## src/rtl/counter_array_pkg.sv

```systemverilog
package counter_array_pkg;

  // ==========================================
  // Register byte offsets
  localparam logic [5:0] OFS_CONTROL = 6'h00;
  localparam logic [5:0] OFS_MODE = 6'h04;
  localparam logic [5:0] OFS_COUNT_LOW = 6'h08;
  localparam logic [5:0] OFS_COUNT_HIGH = 6'h0c;
  localparam logic [5:0] OFS_MOD0_MODE = 6'h10;
  localparam logic [5:0] OFS_MOD0_CMP_LOW = 6'h14;
  localparam logic [5:0] OFS_MOD0_CMP_HIGH = 6'h18;
  localparam logic [5:0] OFS_WDT_OFFSET = 6'h1c;
  localparam logic [5:0] OFS_WDT_CMP_HIGH = 6'h20;

  // ==========================================
  // Control register fields
  localparam int CTL_OVF_BIT = 7;
  localparam int CTL_WDT_FLAG_BIT = 5;
  localparam int CTL_MOD0_FLAG_BIT = 0;

  // ==========================================
  // Counter mode register fields
  localparam int MODE_IDLE_BIT = 7;
  localparam int MODE_WDT_EN_BIT = 6;
  localparam int MODE_LOCK_BIT = 5;
  localparam int MODE_SEL_LSB = 1;
  localparam logic [7:0] MODE_RESET = 8'h40;

  // ==========================================
  // Module mode register fields
  localparam int MOD_CMP_EN_BIT = 6;
  localparam int MOD_TOG_EN_BIT = 2;
  localparam int MOD_PW_EN_BIT = 1;
  localparam logic [7:0] MOD_MODE_RESET = 8'h00;

  // ==========================================
  // Counter clock selection and prescaler counts
  localparam logic [2:0] SEL_DIV12 = 3'h0;
  localparam logic [2:0] SEL_DIV4 = 3'h1;
  localparam logic [2:0] SEL_TIMER = 3'h2;
  localparam logic [2:0] SEL_EXT = 3'h3;
  localparam logic [2:0] SEL_SYS = 3'h4;
  localparam logic [3:0] DIV12_LAST = 4'hb;
  localparam logic [1:0] DIV4_LAST = 2'h3;

  // ==========================================
  // Byte values
  localparam logic [7:0] BYTE_ZERO = 8'h00;
  localparam logic [7:0] BYTE_FULL = 8'hff;

endpackage : counter_array_pkg

```

## src/rtl/counter_array_wdt.sv

```systemverilog
`timescale 1ns/1ps

// Contract
// - Square wave toggles pin every compare-high count; frequency is clock over twice it.
// - Compare high of zero acts as a half period of 256 counter clocks.
// - Compare low matched to counter low toggles pin and adds high byte.
// - Square wave runs only with compare, toggle and pulse-width enables all set.
// - Writing compare low clears compare enable; writing compare high sets it.
// - Three-bit clock select in counter mode register picks the counter clock.
// - Watchdog compare high byte is compared with counter high byte.
// - Watchdog offset counts low-byte overflows allowed after reload.
// - Watchdog reset when low byte overflows while compare high equals counter high.
// - Writing one to watchdog flag while enabled forces immediate watchdog reset.
// - Any write to watchdog compare high reloads and restarts the timeout.
// - With watchdog enabled, clock select and idle-suspend writes are ignored.
// - Watchdog enabled when enable bit or lock bit is set.
// - Lock holds watchdog enabled until reset; otherwise clearing enable disables it.
// - Reset enables watchdog, selects clock over 12, zeroes counter low and offset.
// - Idle-suspend set stops counter and watchdog while processor idles.

module counter_array_wdt (
  input wire logic clk_i,
  input wire logic rst_n_i,
  input wire logic [5:0] avs_address_i,
  input wire logic avs_read_i,
  input wire logic avs_write_i,
  input wire logic [31:0] avs_writedata_i,
  input wire logic [3:0] avs_byteenable_i,
  output logic [31:0] avs_readdata_o,
  output logic avs_waitrequest_o,
  input wire logic idle_i,
  input wire logic timer_ovf_i,
  input wire logic ext_tick_i,
  output logic module_output_pin_o,
  output logic wdt_reset_o
);

  // ==========================================
  // State
  logic [7:0] counter_mode_register_r;
  logic [7:0] counter_mode_register_nxt;
  logic [7:0] counter_low_byte_r;
  logic [7:0] counter_low_byte_nxt;
  logic [7:0] counter_high_byte_r;
  logic [7:0] counter_high_byte_nxt;
  logic [7:0] mod0_mode_r;
  logic [7:0] mod0_mode_nxt;
  logic [7:0] compare_low_byte_r;
  logic [7:0] compare_low_byte_nxt;
  logic [7:0] compare_high_byte_r;
  logic [7:0] watchdog_offset_r;
  logic [7:0] watchdog_compare_high_r;
  logic [7:0] watchdog_compare_high_nxt;
  logic ovf_flag_r;
  logic ovf_flag_nxt;
  logic mod0_flag_r;
  logic mod0_flag_nxt;
  logic wdt_reset_r;
  logic wdt_reset_nxt;
  logic waitrequest_r;
  logic waitrequest_nxt;
  logic [31:0] readdata_r;

  // ==========================================
  // Bus decode
  // Each access waits one cycle so read data are registered before the accept edge
  logic req;
  logic accept;
  logic wr_ok;
  logic wr_control;
  logic wr_mode;
  logic wr_count_low;
  logic wr_count_high;
  logic wr_mod0_mode;
  logic wr_cmp_low;
  logic wr_cmp_high;
  logic wr_wdt_offset;
  logic wr_wdt_cmp_high;
  logic [7:0] wdata;

  assign req = avs_read_i | avs_write_i;
  assign accept = req & ~waitrequest_r;
  assign wr_ok = accept & avs_write_i & avs_byteenable_i[0];
  assign wdata = avs_writedata_i[7:0];
  assign wr_control = wr_ok & (avs_address_i == counter_array_pkg::OFS_CONTROL);
  assign wr_mode = wr_ok & (avs_address_i == counter_array_pkg::OFS_MODE);
  assign wr_count_low = wr_ok & (avs_address_i == counter_array_pkg::OFS_COUNT_LOW);
  assign wr_count_high = wr_ok & (avs_address_i == counter_array_pkg::OFS_COUNT_HIGH);
  assign wr_mod0_mode = wr_ok & (avs_address_i == counter_array_pkg::OFS_MOD0_MODE);
  assign wr_cmp_low = wr_ok & (avs_address_i == counter_array_pkg::OFS_MOD0_CMP_LOW);
  assign wr_cmp_high = wr_ok & (avs_address_i == counter_array_pkg::OFS_MOD0_CMP_HIGH);
  assign wr_wdt_offset = wr_ok & (avs_address_i == counter_array_pkg::OFS_WDT_OFFSET);
  assign wr_wdt_cmp_high = wr_ok & (avs_address_i == counter_array_pkg::OFS_WDT_CMP_HIGH);

  // ==========================================
  // Mode register fields
  logic idle_suspend_bit;
  logic watchdog_enable_bit;
  logic watchdog_lock_bit;
  logic [2:0] counter_clock_select;
  logic wdt_enabled;

  assign idle_suspend_bit = counter_mode_register_r[counter_array_pkg::MODE_IDLE_BIT];
  assign watchdog_enable_bit = counter_mode_register_r[counter_array_pkg::MODE_WDT_EN_BIT];
  assign watchdog_lock_bit = counter_mode_register_r[counter_array_pkg::MODE_LOCK_BIT];
  assign counter_clock_select =
    counter_mode_register_r[counter_array_pkg::MODE_SEL_LSB +: 3];
  assign wdt_enabled = watchdog_enable_bit | watchdog_lock_bit;

  // ==========================================
  // Mode register update
  logic [7:0] mode_wr_val;

  always_comb begin
    mode_wr_val = wdata;
    mode_wr_val[0] = 1'b0;
    mode_wr_val[4] = 1'b0;
    // Lock is sticky: a write can set it but never clear it
    mode_wr_val[counter_array_pkg::MODE_LOCK_BIT] = wdata[counter_array_pkg::MODE_LOCK_BIT]
      | watchdog_lock_bit;
    if (wdt_enabled) begin
      mode_wr_val[counter_array_pkg::MODE_IDLE_BIT] = idle_suspend_bit;
      mode_wr_val[counter_array_pkg::MODE_SEL_LSB +: 3] = counter_clock_select;
    end
  end

  assign counter_mode_register_nxt = wr_mode ? mode_wr_val : counter_mode_register_r;

  // ==========================================
  // Counter clock and counter
  logic tick;
  logic count_en;
  logic low_wrap;
  logic low_ovf;
  logic [7:0] count_low_inc;

  counter_tick_gen u_tick_gen (
    .clk_i(clk_i),
    .rst_n_i(rst_n_i),
    .sel_i(counter_clock_select),
    .timer_ovf_i(timer_ovf_i),
    .ext_tick_i(ext_tick_i),
    .tick_o(tick)
  );

  assign count_en = tick & ~(idle_suspend_bit & idle_i);
  assign low_wrap = (counter_low_byte_r == counter_array_pkg::BYTE_FULL);
  assign low_ovf = count_en & low_wrap;
  assign count_low_inc = counter_low_byte_r + 8'h01;

  // A software write to a counter byte wins over the tick in that cycle
  assign counter_low_byte_nxt = wr_count_low ? wdata
    : (count_en ? count_low_inc : counter_low_byte_r);
  assign counter_high_byte_nxt = wr_count_high ? wdata
    : (low_ovf ? counter_high_byte_r + 8'h01 : counter_high_byte_r);

  // ==========================================
  // Square-wave module
  logic sq_active;
  logic sq_match;
  logic sq_pin;

  assign sq_active = mod0_mode_r[counter_array_pkg::MOD_CMP_EN_BIT]
    & mod0_mode_r[counter_array_pkg::MOD_TOG_EN_BIT]
    & mod0_mode_r[counter_array_pkg::MOD_PW_EN_BIT];

  square_wave_out u_square (
    .clk_i(clk_i),
    .rst_n_i(rst_n_i),
    .active_i(sq_active),
    .count_en_i(count_en),
    .count_low_nxt_i(count_low_inc),
    .cmp_low_i(compare_low_byte_r),
    .match_o(sq_match),
    .pin_o(sq_pin)
  );

  // Adding a zero high byte leaves the compare unchanged: next match is 256 clocks on
  assign compare_low_byte_nxt = wr_cmp_low ? wdata
    : (sq_match ? compare_low_byte_r + compare_high_byte_r : compare_low_byte_r);

  always_comb begin
    mod0_mode_nxt = wr_mod0_mode ? wdata : mod0_mode_r;
    if (wr_cmp_low) begin
      mod0_mode_nxt[counter_array_pkg::MOD_CMP_EN_BIT] = 1'b0;
    end
    if (wr_cmp_high) begin
      mod0_mode_nxt[counter_array_pkg::MOD_CMP_EN_BIT] = 1'b1;
    end
  end

  // ==========================================
  // Watchdog
  // A reload places the compare point offset high-byte steps ahead of the counter
  logic wdt_match;
  logic wdt_timeout;
  logic wdt_force;

  assign watchdog_compare_high_nxt = wr_wdt_cmp_high
    ? counter_high_byte_r + watchdog_offset_r : watchdog_compare_high_r;
  assign wdt_match = (watchdog_compare_high_r == counter_high_byte_r);
  assign wdt_timeout = wdt_enabled & low_ovf & wdt_match;
  assign wdt_force = wr_control & wdata[counter_array_pkg::CTL_WDT_FLAG_BIT] & wdt_enabled;
  // Events in back-to-back cycles merge, so the reset logic never sees a two-cycle level
  assign wdt_reset_nxt = (wdt_timeout | wdt_force) & ~wdt_reset_r;

  // ==========================================
  // Status flags: hardware set wins over a software clear
  logic count_wrap;

  assign count_wrap = low_ovf & (counter_high_byte_r == counter_array_pkg::BYTE_FULL);
  assign ovf_flag_nxt = count_wrap ? 1'b1
    : (wr_control ? wdata[counter_array_pkg::CTL_OVF_BIT] & ovf_flag_r : ovf_flag_r);
  assign mod0_flag_nxt = sq_match ? 1'b1
    : (wr_control ? wdata[counter_array_pkg::CTL_MOD0_FLAG_BIT] & mod0_flag_r : mod0_flag_r);

  // ==========================================
  // Read mux
  logic [7:0] rd_byte;

  always_comb begin
    rd_byte = counter_array_pkg::BYTE_ZERO;
    unique case (avs_address_i)
      counter_array_pkg::OFS_CONTROL: begin
        rd_byte[counter_array_pkg::CTL_OVF_BIT] = ovf_flag_r;
        rd_byte[counter_array_pkg::CTL_MOD0_FLAG_BIT] = mod0_flag_r;
      end
      counter_array_pkg::OFS_MODE: rd_byte = counter_mode_register_r;
      counter_array_pkg::OFS_COUNT_LOW: rd_byte = counter_low_byte_r;
      counter_array_pkg::OFS_COUNT_HIGH: rd_byte = counter_high_byte_r;
      counter_array_pkg::OFS_MOD0_MODE: rd_byte = mod0_mode_r;
      counter_array_pkg::OFS_MOD0_CMP_LOW: rd_byte = compare_low_byte_r;
      counter_array_pkg::OFS_MOD0_CMP_HIGH: rd_byte = compare_high_byte_r;
      counter_array_pkg::OFS_WDT_OFFSET: rd_byte = watchdog_offset_r;
      counter_array_pkg::OFS_WDT_CMP_HIGH: rd_byte = watchdog_compare_high_r;
      default: rd_byte = counter_array_pkg::BYTE_ZERO;
    endcase
  end

  assign waitrequest_nxt = accept | ~req;

  // ==========================================
  // Registers
  always_ff @(posedge clk_i) begin
    if (!rst_n_i) begin
      counter_mode_register_r <= counter_array_pkg::MODE_RESET;
      counter_low_byte_r <= counter_array_pkg::BYTE_ZERO;
      counter_high_byte_r <= counter_array_pkg::BYTE_ZERO;
      ovf_flag_r <= 1'b0;
    end else begin
      counter_mode_register_r <= counter_mode_register_nxt;
      counter_low_byte_r <= counter_low_byte_nxt;
      counter_high_byte_r <= counter_high_byte_nxt;
      ovf_flag_r <= ovf_flag_nxt;
    end
  end

  always_ff @(posedge clk_i) begin
    if (!rst_n_i) begin
      mod0_mode_r <= counter_array_pkg::MOD_MODE_RESET;
      compare_low_byte_r <= counter_array_pkg::BYTE_ZERO;
      compare_high_byte_r <= counter_array_pkg::BYTE_ZERO;
      mod0_flag_r <= 1'b0;
    end else begin
      mod0_mode_r <= mod0_mode_nxt;
      compare_low_byte_r <= compare_low_byte_nxt;
      if (wr_cmp_high) begin
        compare_high_byte_r <= wdata;
      end
      mod0_flag_r <= mod0_flag_nxt;
    end
  end

  always_ff @(posedge clk_i) begin
    if (!rst_n_i) begin
      watchdog_offset_r <= counter_array_pkg::BYTE_ZERO;
      watchdog_compare_high_r <= counter_array_pkg::BYTE_ZERO;
      wdt_reset_r <= 1'b0;
    end else begin
      if (wr_wdt_offset) begin
        watchdog_offset_r <= wdata;
      end
      watchdog_compare_high_r <= watchdog_compare_high_nxt;
      wdt_reset_r <= wdt_reset_nxt;
    end
  end

  always_ff @(posedge clk_i) begin
    if (!rst_n_i) begin
      waitrequest_r <= 1'b1;
      readdata_r <= 32'h0000_0000;
    end else begin
      waitrequest_r <= waitrequest_nxt;
      readdata_r <= {24'h00_0000, rd_byte};
    end
  end

  // ==========================================
  // Outputs
  // The pin flop lives in the square-wave module
  assign module_output_pin_o = sq_pin;
  assign wdt_reset_o = wdt_reset_r;
  assign avs_readdata_o = readdata_r;
  assign avs_waitrequest_o = waitrequest_r;

endmodule : counter_array_wdt

```

## src/rtl/counter_tick_gen.sv

```systemverilog
`timescale 1ns/1ps

module counter_tick_gen (
  input wire logic clk_i,
  input wire logic rst_n_i,
  input wire logic [2:0] sel_i,
  input wire logic timer_ovf_i,
  input wire logic ext_tick_i,
  output logic tick_o
);

  // ==========================================
  // Prescalers run free so a new selection takes effect at once
  logic [3:0] div12_r;
  logic [3:0] div12_nxt;
  logic [1:0] div4_r;
  logic [1:0] div4_nxt;
  logic div12_wrap;
  logic div4_wrap;

  assign div12_wrap = (div12_r == counter_array_pkg::DIV12_LAST);
  assign div4_wrap = (div4_r == counter_array_pkg::DIV4_LAST);
  assign div12_nxt = div12_wrap ? 4'h0 : div12_r + 4'h1;
  assign div4_nxt = div4_r + 2'h1;

  always_ff @(posedge clk_i) begin
    if (!rst_n_i) begin
      div12_r <= 4'h0;
      div4_r <= 2'h0;
    end else begin
      div12_r <= div12_nxt;
      div4_r <= div4_nxt;
    end
  end

  // ==========================================
  // Source selection
  always_comb begin
    unique case (sel_i)
      counter_array_pkg::SEL_DIV4: tick_o = div4_wrap;
      counter_array_pkg::SEL_TIMER: tick_o = timer_ovf_i;
      counter_array_pkg::SEL_EXT: tick_o = ext_tick_i;
      counter_array_pkg::SEL_SYS: tick_o = 1'b1;
      default: tick_o = div12_wrap;
    endcase
  end

endmodule : counter_tick_gen

```

## src/rtl/square_wave_out.sv

```systemverilog
`timescale 1ns/1ps

module square_wave_out (
  input wire logic clk_i,
  input wire logic rst_n_i,
  input wire logic active_i,
  input wire logic count_en_i,
  input wire logic [7:0] count_low_nxt_i,
  input wire logic [7:0] cmp_low_i,
  output logic match_o,
  output logic pin_o
);

  logic pin_r;

  // Compare against the value the counter takes at this tick
  assign match_o = active_i & count_en_i & (count_low_nxt_i == cmp_low_i);

  always_ff @(posedge clk_i) begin
    if (!rst_n_i) begin
      pin_r <= 1'b0;
    end else if (match_o) begin
      pin_r <= ~pin_r;
    end
  end

  assign pin_o = pin_r;

endmodule : square_wave_out

```

## config.mk

```make
export PLATFORM = sky130hd
export DESIGN_NAME = counter_array_wdt
export DESIGN_NICKNAME = d
export VERILOG_FILES = /design/src/rtl/counter_array_pkg.sv /design/src/rtl/counter_array_wdt.sv /design/src/rtl/counter_tick_gen.sv /design/src/rtl/square_wave_out.sv
export SDC_FILE = /design/constraint.sdc
export NUM_CORES = 1
export LEC_CHECK = 0
export BUFFER_PORTS_ARGS = -buffer_cell sky130_fd_sc_hd__buf_4
export CELL_PAD_IN_SITES_DETAIL_PLACEMENT = 1
export CELL_PAD_IN_SITES_GLOBAL_PLACEMENT = 1
export CORE_UTILIZATION = 42
export DETAILED_ROUTE_END_ITERATION = 8
export PLACE_DENSITY = 0.8
export SKIP_CTS_REPAIR_TIMING = 1
export SLEW_MARGIN = 15
export SYNTH_ARGS = -nofsm -noshare
export SYNTH_HDL_FRONTEND = slang
export SYNTH_SLANG_ARGS = --single-unit
export TNS_END_PERCENT = 1
```

## constraint.sdc

```tcl
create_clock -name clk_i -period 2.9 [get_ports clk_i]
set_input_delay 0 -clock clk_i [delete_from_list [all_inputs] [get_ports clk_i]]
set_output_delay 0 -clock clk_i [all_outputs]
set_load 0.005 [all_outputs]
```

==> results of run 1 <==
-- Yosys cell counts (all sizes together), types with 4 or more instances --
| cell | n | area share, % |
|---|---|---|
| dfxtp | 81 | 34 |
| nor2 | 60 | 4.7 |
| nand2 | 58 | 4.6 |
| o21ai | 36 | 3.8 |
| a21oi | 34 | 3.6 |
| buf | 27 | 4.2 |
| xnor2 | 27 | 5.0 |
| mux2i | 26 | 5.5 |
| clkbuf | 24 | 1.9 |
| ha | 18 | 4.7 |
| nand3 | 18 | 1.9 |
| inv | 14 | 1.1 |
| nor3 | 14 | 1.6 |
| a222oi | 11 | 2.3 |
| a31oi | 11 | 1.4 |
| a211oi | 9 | 1.4 |
| xor2 | 9 | 1.7 |
| nor4 | 8 | 1.8 |
| a22oi | 7 | 1.1 |
| and3 | 7 | 0.92 |
| or3 | 7 | 0.92 |
| and2 | 6 | 0.84 |
| o21a | 6 | 0.95 |
| a41oi | 5 | 0.92 |
| nand4 | 5 | 0.66 |
| nor3b | 4 | 0.87 |
| o211ai | 4 | 0.63 |
-- state kept, by name, summed over array words and instances (netlist names) --
name                     cells
compare_high_byte_r          8
u_tick_gen.div12_r           4
counter_low_byte_r           8
mod0_mode_r                  8
compare_low_byte_r           8
wdt_reset_o                  1
ovf_flag_r                   1
u_tick_gen.div4_r            2
avs_readdata_o               8
mod0_flag_r                  1
counter_mode_register_r      6
watchdog_offset_r            8
avs_waitrequest_o            1
counter_high_byte_r          8
u_square.pin_o               1
watchdog_compare_high_r      8
-- kinds of logic after synthesis --
| logic type | count (synthesis) |
|---|---|
| and+or+nand+nor | 205 |
| xor gates and xnor gates | 36 |
| DFF | 81 |
| AOI/OAI and AO/OA | 137 |
| adders and majority gates | 20 |
| muxes | 27 |
| other | 1 |
| buffers and inverters | 66 |
-- layer usage --
metal | up-vias | track usage [%] | routed length (um)
li1 | 2087 | - | -
met1 | 2252 | 34.8 | 6530
met2 | 195 | 46.2 | 7350
met3 | 42 | 4.40 | 1130
met4 | 0 | 15.3 | 664
met5 | - | 0 | 0
-- through the flow --
step / hold WS (ns) / setup WS (ns)
after detailed placement: 0.226 / 0.201
after global placement: 0.209 / 0.274
after floorplan: 0.116 / 0.432
final: 0.00469 / 0.162
after global routing: 0.0171 / 0.0107
after CTS: -0.143 / 0.187
-- cell type report --
class	instances	area (sq um)
Fill cell	1335	5520
Multi-Input combinational cell	449	2870
Sequential cell	81	1620
Timing Repair Buffer	52	410
Clock buffer	13	270
Tap cell	140	175
Inverter	15	56.3
Clock inverter	2	12.5
-- power groups by stage --
stage | logic, mW | clock network, mW | registers (mW)
6_report | 0.136 | 1.10 | 1.13
3_3_place_gp | 0.122 | 0 | 1.15
4_1_cts | 0.125 | 1.12 | 1.13
5_1_grt | 0.147 | 1.17 | 1.13
3_5_place_dp | 0.125 | 0 | 1.15
2_1_floorplan | 0.0866 | 0 | 1.15
-- how the worst max path moves through the flow --
stage | start | depth (start not counted) | endpoint | slack, ns
finish | counter_low_byte_r[0] | 7 | compare_low_byte_r[6] | 0.16
global route | counter_low_byte_r[0] | 7 | compare_low_byte_r[6] | 0.01
CTS | counter_low_byte_r[0] | 7 | compare_low_byte_r[6] | 0.19
detailed placement | counter_low_byte_r[0] | 7 | compare_low_byte_r[6] | 0.20
global placement | counter_low_byte_r[0] | 7 | compare_low_byte_r[6] | 0.27
floorplan | counter_low_byte_r[0] | 7 | compare_low_byte_r[6] | 0.43
==> results.tsv, run 1 <==
stage	metric	value	unit
power	Final Power	2.37	mW
synthesis	Ys Warns	0	
cts	# clock sinks	81	
cts	CTS clk-pin slew, worst paths	0.06	ns
run_status	status	finished, final reports clean	
die	die width	108	um
global_routing	number of global-route vias before repair	4452	
routing	DRC	0	
global_routing	initial antenna violation count	0	
placement	HPWL after detailed placement	11300	um
cts	CTS tree	done	
setup_path	RR Startpoint	counter_low_byte_r[0]	
die	I/O Pins	84	
sta	slew at the pin with the worst max-slew slack	0.851	ns
synthesis	register area share after synthesis	34.1	%
power	Pwr Density	437	nW/um^2
sta	RSZ-0062 raised after global routing	no	
setup_path	Top delay family on crit path	simple AND/OR/NAND/NOR gates	
synthesis	largest family of logic cells by synthesized area	simple AND/OR/NAND/NOR gates	
synthesis	Cell Area, Synth	4750	sq um
synthesis	top_reg_cell synth	dfxtp_1	
die	core area	10900	sq um
flow_run	max cap viols	0	
setup_path	worst path cell trace	ha_1 > and2_4 > a211oi_1 > o31a_1 > or4b_4 > or4b_1 > a31oi_1	
die	Die H	108	um
synthesis	mux cell area share after synthesis	5.71	%
cts	Clock Latency Late Sink	0.35	ns
finish	Non-Filler Instances	752	
power	peak supply drop	0.391	mV
cts	H-tree depth	3	
setup_path	Arr. time, crit path	3.02	ns
global_routing	global-route usage over all layers	28.0	%
sta	final setup TNS	0	ns
finish	layout cells sized above 1	11.4	%
sta	Final Hold Vio Count	0	
synthesis	Synth async-reset ratio	0	%
global_routing	pin count of the biggest net entering global routing	52	
synthesis	#FFs+latches synth	81	
placement	GP Congestion	0.898	
finish	NumNets Final	677	
setup_path	Crit Reg-Reg Endpoint	compare_low_byte_r[6]	
placement	placed inst area	5050	sq um
routing	via count	4576	
sta	Worst Clk Skew	0.00777	ns
power	cell-internal power	1.81	mW
cts	Max clock buf depth	2	
global_routing	global-route wire length before repair	24300	um
routing	vias per cell	6.09	
min_path	hold endpoint	counter_mode_register_r[6]	
min_path	Hold Path Stages	2	
finish	Synth-to-Final Area Change	14.0	%
sta	Final Max Slew Viols	0	
cts	Root Buffer	clkbuf_16	
synthesis	Post-Syn Area per Cell	8.29	sq um
placement	placed cells	729	
setup_path	Reg2Reg Depth	7	
power	Clk pwr share	46.6	%
finish	commonest non-fill, non-tap cells in the layout	81 x dfxtp_1, 60 x nor2_1, 57 x nand2_1	
setup_path	crit path kind	register to register	
power	switching pwr	0.552	mW
setup_path	Worst path max stage delay	0.60	ns
placement	PortBufs	32	
min_path	Worst Hold Launch	rst_n_i	
synthesis	Synth Instances	573	
routing	final wirelength	15700	um
finish	n_diodes	0	
die	num rows	38	
sta	Period Utilization, post-route	94.4	%
synthesis	simple-gate area share of the yosys netlist	21.9	%
routing	drt first-iter violations	378	
setup_path	r2r setup slk	0.16	ns
routing	DR WL/cell	20.8	um
min_path	Hold Crit Class	primary input to register	
sta	fmax	0.365	GHz
power	switching share of power	23.3	%
synthesis	adder-cell area share of the yosys netlist	5.58	%
synthesis	Post-synth EDFFs	0	
finish	most common cell after layout, fill and taps aside	dfxtp_1	
finish	post-route design area	5420	sq um
sta	Finish-stage setup viols	0	
synthesis	Synth Area in XOR/XNOR	6.64	%
routing	TritonRoute pass-1 iters	8	
sta	Max transition margin	41.8	%
cts	CTS buffer count	9	
power	Logic pwr share	5.7	%
die	Die ar.	11700	sq um
die	Initial Util	43.5	%
setup_path	Buf/Inv on CP	0	
setup_path	critical-path maximum fanout	12	
setup_path	slowest CP cell	or4b_4	
finish	final core utilization	49.5	%
global_routing	gr ovfl total	0	
synthesis	Synth Area in Compound Gates	18.7	%
setup_path	Worst EP required	3.18	ns
routing	post-route ant nets	0	
setup_path	CP Launch Type	register	
power	Leakage	1.97	nW
synthesis	Yosys cell types	63	
setup_path	critical path endpoint category	register	
power	Seq pwr share	47.7	%
sta	Period minus WS final	2.74	ns
Power figures use the tool's default switching activity.
==> inputs of run 2 (changes only) <==
- RECOVER_POWER: default -> 25
==> run 2 against run 1 <==
  * The flow now finishes with violations (max-capacitance violations, max-slew violations)
  * Clock skew increased by 0.0012 ns
  * Combinational power about the same
  * Fmax grew 0.16%
  * Utilization fell by 0.13 points
  * Routed wire length rose by 0.29%
  * Final cell count unchanged
  * Global-route usage stayed put
  * Critical path type unchanged
  * Critical endpoint unchanged
==> results.tsv, run 2 (synthesis results as in run 1) <==
stage	metric	value	unit	change
die	die width	108	um	unchanged
cts	# clock sinks	81		unchanged
finish	Synth-to-Final Area Change	13.7	%	was 14.0%
min_path	Hold Crit Class	primary input to register		unchanged
sta	RSZ-0062 raised after global routing	no		unchanged
routing	post-route ant nets	0		unchanged
setup_path	Arr. time, crit path	3.01	ns	was 3.02 ns
global_routing	global-route usage over all layers	28.0	%	unchanged
placement	HPWL after detailed placement	11300	um	unchanged
global_routing	global-route wire length before repair	24300	um	unchanged
die	Die ar.	11700	sq um	unchanged
setup_path	Worst path max stage delay	0.60	ns	about the same
global_routing	initial antenna violation count	0		unchanged
routing	final wirelength	15700	um	about the same
die	Die H	108	um	unchanged
routing	DR WL/cell	20.9	um	was 20.8 um
setup_path	Buf/Inv on CP	0		unchanged
sta	final setup TNS	0	ns	unchanged
run_status	failing checks	max-capacitance violations, max-slew violations		
sta	Final Max Slew Viols	52		was 0
die	I/O Pins	84		unchanged
sta	Period Utilization, post-route	94.3	%	was 94.4%
cts	Max clock buf depth	2		unchanged
setup_path	slowest CP cell	or4b_4		unchanged
routing	DRC	0		unchanged
finish	NumNets Final	677		unchanged
finish	post-route design area	5400	sq um	was 5420 sq um
cts	CTS tree	done		unchanged
setup_path	CP Launch Type	register		unchanged
routing	via count	4566		was 4576
sta	Max transition margin	-66.9	%	was 41.8%
routing	vias per cell	6.07		was 6.09
setup_path	Worst EP required	3.18	ns	about the same
cts	CTS clk-pin slew, worst paths	0.06	ns	about the same
global_routing	gr ovfl total	0		unchanged
setup_path	crit path kind	register to register		unchanged
sta	fmax	0.366	GHz	was 0.365 GHz
die	Initial Util	43.5	%	unchanged
cts	H-tree depth	3		unchanged
sta	slew at the pin with the worst max-slew slack	2.50	ns	was 0.851 ns
power	Final Power	2.37	mW	about the same
flow_run	max cap viols	1		was 0
placement	GP Congestion	0.898		unchanged
global_routing	number of global-route vias before repair	4452		unchanged
setup_path	Top delay family on crit path	simple AND/OR/NAND/NOR gates		unchanged
sta	Worst Clk Skew	0.00900	ns	was 0.00777 ns
die	num rows	38		unchanged
placement	PortBufs	32		unchanged
finish	most common cell after layout, fill and taps aside	dfxtp_1		unchanged
sta	Finish-stage setup viols	0		unchanged
sta	Final Hold Vio Count	0		unchanged
cts	Clock Latency Late Sink	0.35	ns	about the same
placement	placed inst area	5050	sq um	unchanged
cts	Root Buffer	clkbuf_16		unchanged
power	peak supply drop	0.398	mV	was 0.391 mV
die	core area	10900	sq um	unchanged
global_routing	pin count of the biggest net entering global routing	52		unchanged
routing	TritonRoute pass-1 iters	8		unchanged
finish	n_diodes	0		unchanged
run_status	status	finished, violations left		was finished, final reports clean
finish	layout cells sized above 1	10.9	%	was 11.4%
setup_path	critical path endpoint category	register		unchanged
power	Leakage	1.95	nW	was 1.97 nW
power	Pwr Density	438	nW/um^2	was 437 nW/um^2
setup_path	worst path cell trace	ha_1 > and2_4 > a211oi_1 > o31a_1 > or4b_4 > or4b_1 > a31oi_1		unchanged
routing	drt first-iter violations	392		was 378
setup_path	critical-path maximum fanout	12		unchanged
sta	Period minus WS final	2.73	ns	was 2.74 ns
finish	commonest non-fill, non-tap cells in the layout	81 x dfxtp_1, 60 x nor2_1, 57 x nand2_1		unchanged
cts	CTS buffer count	9		unchanged
## run 2: worst register-to-register path, delay by kind of cell (launching register included)
kind	cells	cell delay, ns
AOI/OAI and AO/OA	3	0.57
and+or+nand+nor	3	1.31
adders and majority gates	1	0.32
DFF	1	0.47
## run 2: where the power goes
| part | internal [mW] | total (mW) | switching (mW) | leakage [nW] |
|---|---|---|---|---|
| Combinational | 0.0467 | 0.134 | 0.0877 | 1.16 |
| Sequential | 1.12 | 1.13 | 0.00732 | 0.654 |
| Clock | 0.644 | 1.11 | 0.461 | 0.138 |
| Total | 1.81 | 2.37 | 0.556 | 1.95 |
## run 2: final timing paths
path	cells after the start	end	from	slack, ns
max reg2reg	7	compare_low_byte_r[6]	counter_low_byte_r[0]	0.17
min reg2reg	1	u_tick_gen.div4_r[0]	u_tick_gen.div4_r[0]	0.42
max	7	compare_low_byte_r[6]	counter_low_byte_r[0]	0.17
min	3	compare_high_byte_r[7]	avs_writedata_i[7]	0.008
## run 2: routing by layer
| layer | GRT usage [%] | share of wire [%] | vias to the layer above |
|---|---|---|---|
| li1 | - | - | 2090 |
| met4 | 15.3 | 4.3 | 0 |
| met2 | 46.2 | 46 | 171 |
| met5 | 0 | 0 | - |
| met1 | 34.8 | 43 | 2262 |
| met3 | 4.40 | 6.9 | 43 |
## run 2: through the flow
stage / cells / hold WS (ns) / util, % / worst slack (ns)
final: 752 / 0.00779 / 49.4 / 0.166
after global routing: 752 / 0.0171 / 49.4 / 0.0103
after floorplan: 596 / 0.116 / - / 0.432
after global placement: 729 / 0.209 / 46.2 / 0.274
after detailed placement: 729 / 0.226 / 46.2 / 0.201
after CTS: 744 / -0.143 / 48.8 / 0.187
## run 2: layout make-up
class                           count  area [sq um]
Timing Repair Buffer               52           397
Inverter                           15          56.3
Clock buffer                       13           270
Clock inverter                      2          12.5
Tap cell                          140           175
Sequential cell                    81          1620
Fill cell                        1334          5530
Multi-Input combinational cell    449          2870
==> inputs of run 3 (changes only) <==
- CORE_UTILIZATION: 42 -> 38
- PLACE_DENSITY: 0.8 -> 0.76
- clock period: 2.9 -> 2.5 ns (I/O delays scaled with it)
==> run 3 against run 2 <==
  * The flow finishes with violations (negative hold slack)
  * Design area grew 3.6%
  * Flip-flop and latch count stayed put
  * First-iteration DRC count increased by 8.2%
  * Utilization fell by 3.2 points
  * Critical path depth is the same
  * Register-to-register slack lost 0.07 ns
  * Die area increased by 10%
  * Count of clock-buffer cells in the layout decreased by 2
  * Critical path type unchanged
  * Largest cell class unchanged
  * Largest power group is now the clock network
==> results.tsv, run 3 (synthesis results as in run 1) <==
stage	metric	value	unit	change
run_status	status	finished, violations left		unchanged
run_status	failing checks	negative hold slack		was max-capacitance violations, max-slew violations
placement	HPWL after detailed placement	11900	um	was 11300 um
cts	Root Buffer	clkbuf_16		unchanged
routing	drt first-iter violations	424		was 392
placement	PortBufs	32		unchanged
die	die width	114	um	was 108 um
finish	multi-input logic area	2890	sq um	was 2870 sq um
min_path	Hold Crit Class	primary input to register		unchanged
setup_path	Arr. time, crit path	2.67	ns	was 3.01 ns
global_routing	initial antenna violation count	0		unchanged
global_routing	global-route wire length before repair	24900	um	was 24300 um
finish	NumNets Final	691		was 677
finish	Synth-to-Final Area Change	17.7	%	was 13.7%
global_routing	pin count of the biggest net entering global routing	29		was 52
routing	TritonRoute pass-1 iters	6		was 8
setup_path	critical-path maximum fanout	4		was 12
routing	vias per cell	5.74		was 6.07
setup_path	critical path endpoint category	register		unchanged
sta	Period Utilization, post-route	96.1	%	was 94.3%
finish	layout cells sized above 1	15.2	%	was 10.9%
routing	DRC	0		unchanged
sta	Final Hold Vio Count	1		was 0
finish	Fillers	1472		was 1334
sta	Fin Hold WS	-0.0131	ns	was 0.00779 ns
cts	CTS tree	done		unchanged
finish	register area	1630	sq um	was 1620 sq um
setup_path	Worst path max stage delay	0.52	ns	was 0.60 ns
routing	DR WL/cell	20.5	um	was 20.9 um
die	I/O Pins	84		unchanged
global_routing	number of global-route vias before repair	4630		was 4452
setup_path	crit path kind	register to register		unchanged
die	Initial Util	39.2	%	was 43.5%
power	peak supply drop	0.304	mV	was 0.398 mV
cts	# clock sinks	81		unchanged
setup_path	r2r setup slk	0.1	ns	was 0.17 ns
finish	commonest non-fill, non-tap cells in the layout	77 x dfxtp_1, 60 x nor2_1, 57 x nand2_1		was 81 x dfxtp_1, 60 x nor2_1, 57 x nand2_1
cts	CTS clk-pin slew, worst paths	0.06	ns	about the same
cts	Clock Latency Late Sink	0.34	ns	was 0.35 ns
finish	Non-Filler Instances	795		was 752
routing	final wirelength	16300	um	was 15700 um
routing	post-route ant nets	0		unchanged
global_routing	global-route usage over all layers	25.5	%	was 28.0%
cts	H-tree depth	3		unchanged
sta	Period minus WS final	2.40	ns	was 2.73 ns
placement	placed cells	772		was 729
setup_path	Worst EP required	2.77	ns	was 3.18 ns
finish	most common cell after layout, fill and taps aside	dfxtp_1		unchanged
setup_path	CP Launch Type	register		unchanged
sta	Final Max Slew Viols	0		was 52
global_routing	gr ovfl total	0		unchanged
setup_path	worst path cell trace	ha_1 > a21oi_1 > o211ai_1 > o41ai_1 > xor2_1 > or4_1 > a31oi_1		was ha_1 > and2_4 > a211oi_1 > o31a_1 > or4b_4 > or4b_1 > a31oi_1
die	num rows	40		was 38
sta	Max transition margin	57.8	%	was -66.9%
placement	GP Congestion	0.905		was 0.898
flow_run	max cap viols	0		was 1
die	core area	12100	sq um	was 10900 sq um
die	Die H	114	um	was 108 um
sta	slew at the pin with the worst max-slew slack	0.633	ns	was 2.50 ns
cts	Max clock buf depth	2		unchanged
finish	final core utilization	46.2	%	was 49.4%
sta	fmax	0.416	GHz	was 0.366 GHz
setup_path	slowest CP cell	or4_1		was or4b_4
die	Die ar.	13000	sq um	was 11700 sq um
sta	Finish-stage setup viols	0		unchanged
finish	n_diodes	0		unchanged
power	Pwr Density	510	nW/um^2	was 438 nW/um^2
power	Leakage	2.04	nW	was 1.95 nW
sta	Worst Clk Skew	0.00602	ns	was 0.00900 ns
routing	via count	4565		was 4566
cts	CTS buffer count	9		unchanged
[run 3: changes by cell type in the layout (fill, tap and decap cells not counted), moves of 2 or more]
| cell | delta |
|---|---|
| buf_4 | +17 |
| clkinv_4 | +2 |
| dfxtp_1 | -4 |
| dfxtp_2 | +4 |
| dlygate4sd3_1 | -3 |
[run 3: per-stage QoR]
stage	setup WS [ns]	hold slack (ns)	area [sq um]	TNS (ns)	total power, mW
6_report	0.0967	-0.0131	5590	0	2.85
3_3_place_gp	0.0522	0.209	5200	0	1.48
4_1_cts	-0.0216	-0.135	5510	-0.0216	2.86
3_5_place_dp	-0.0200	0.226	5200	-0.0200	1.49
2_1_floorplan	0.0317	0.116	4840	0	1.44
5_1_grt	-0.0103	0.00681	5590	-0.0103	2.95
[run 3: final timing paths]
check	startpoint	end	cells past startpoint
max reg2reg	compare_high_byte_r[1]	compare_low_byte_r[7]	7
max	compare_high_byte_r[1]	compare_low_byte_r[7]	7
min	avs_writedata_i[6]	compare_high_byte_r[6]	3
min reg2reg	u_tick_gen.div4_r[0]	u_tick_gen.div4_r[0]	1
[run 3: power by group]
| group | leakage, nW | internal [mW] | switching, mW |
|---|---|---|---|
| clock | 0.156 | 0.834 | 0.554 |
| sequential | 0.656 | 1.30 | 0.00881 |
| combinational | 1.23 | 0.0549 | 0.103 |
[run 3: final cells by class]
type                       count  share of cell area, %
tap                          168                   3.76
timing repair buffer          66                   8.88
inverter                      15                   1.01
clock inverter                 5                   1.10
clock buffer                  11                   4.52
sequential                    81                   29.1
multi-input combinational    449                   51.7
[run 3: critical path, delay by kind of cell, from the launching register on]
| kind | cells | cell delay (ns) |
|---|---|---|
| AND/OR/NAND/NOR | 1 | 0.52 |
| flip-flops | 1 | 0.42 |
| AO/OA/AOI/OAI | 4 | 0.95 |
| adder cells (fa/ha/maj) | 1 | 0.27 |
| XOR/XNOR | 1 | 0.16 |
[run 3: per-layer routing]
| layer | GRT usage (%) | vias to the layer above | wire length, um |
|---|---|---|---|
| met4 | 12.4 | 0 | 629 |
| li1 | - | 2126 | - |
| met2 | 43.7 | 199 | 8030 |
| met5 | 0 | - | 0 |
| met1 | 31.5 | 2195 | 6600 |
| met3 | 3.61 | 45 | 1030 |
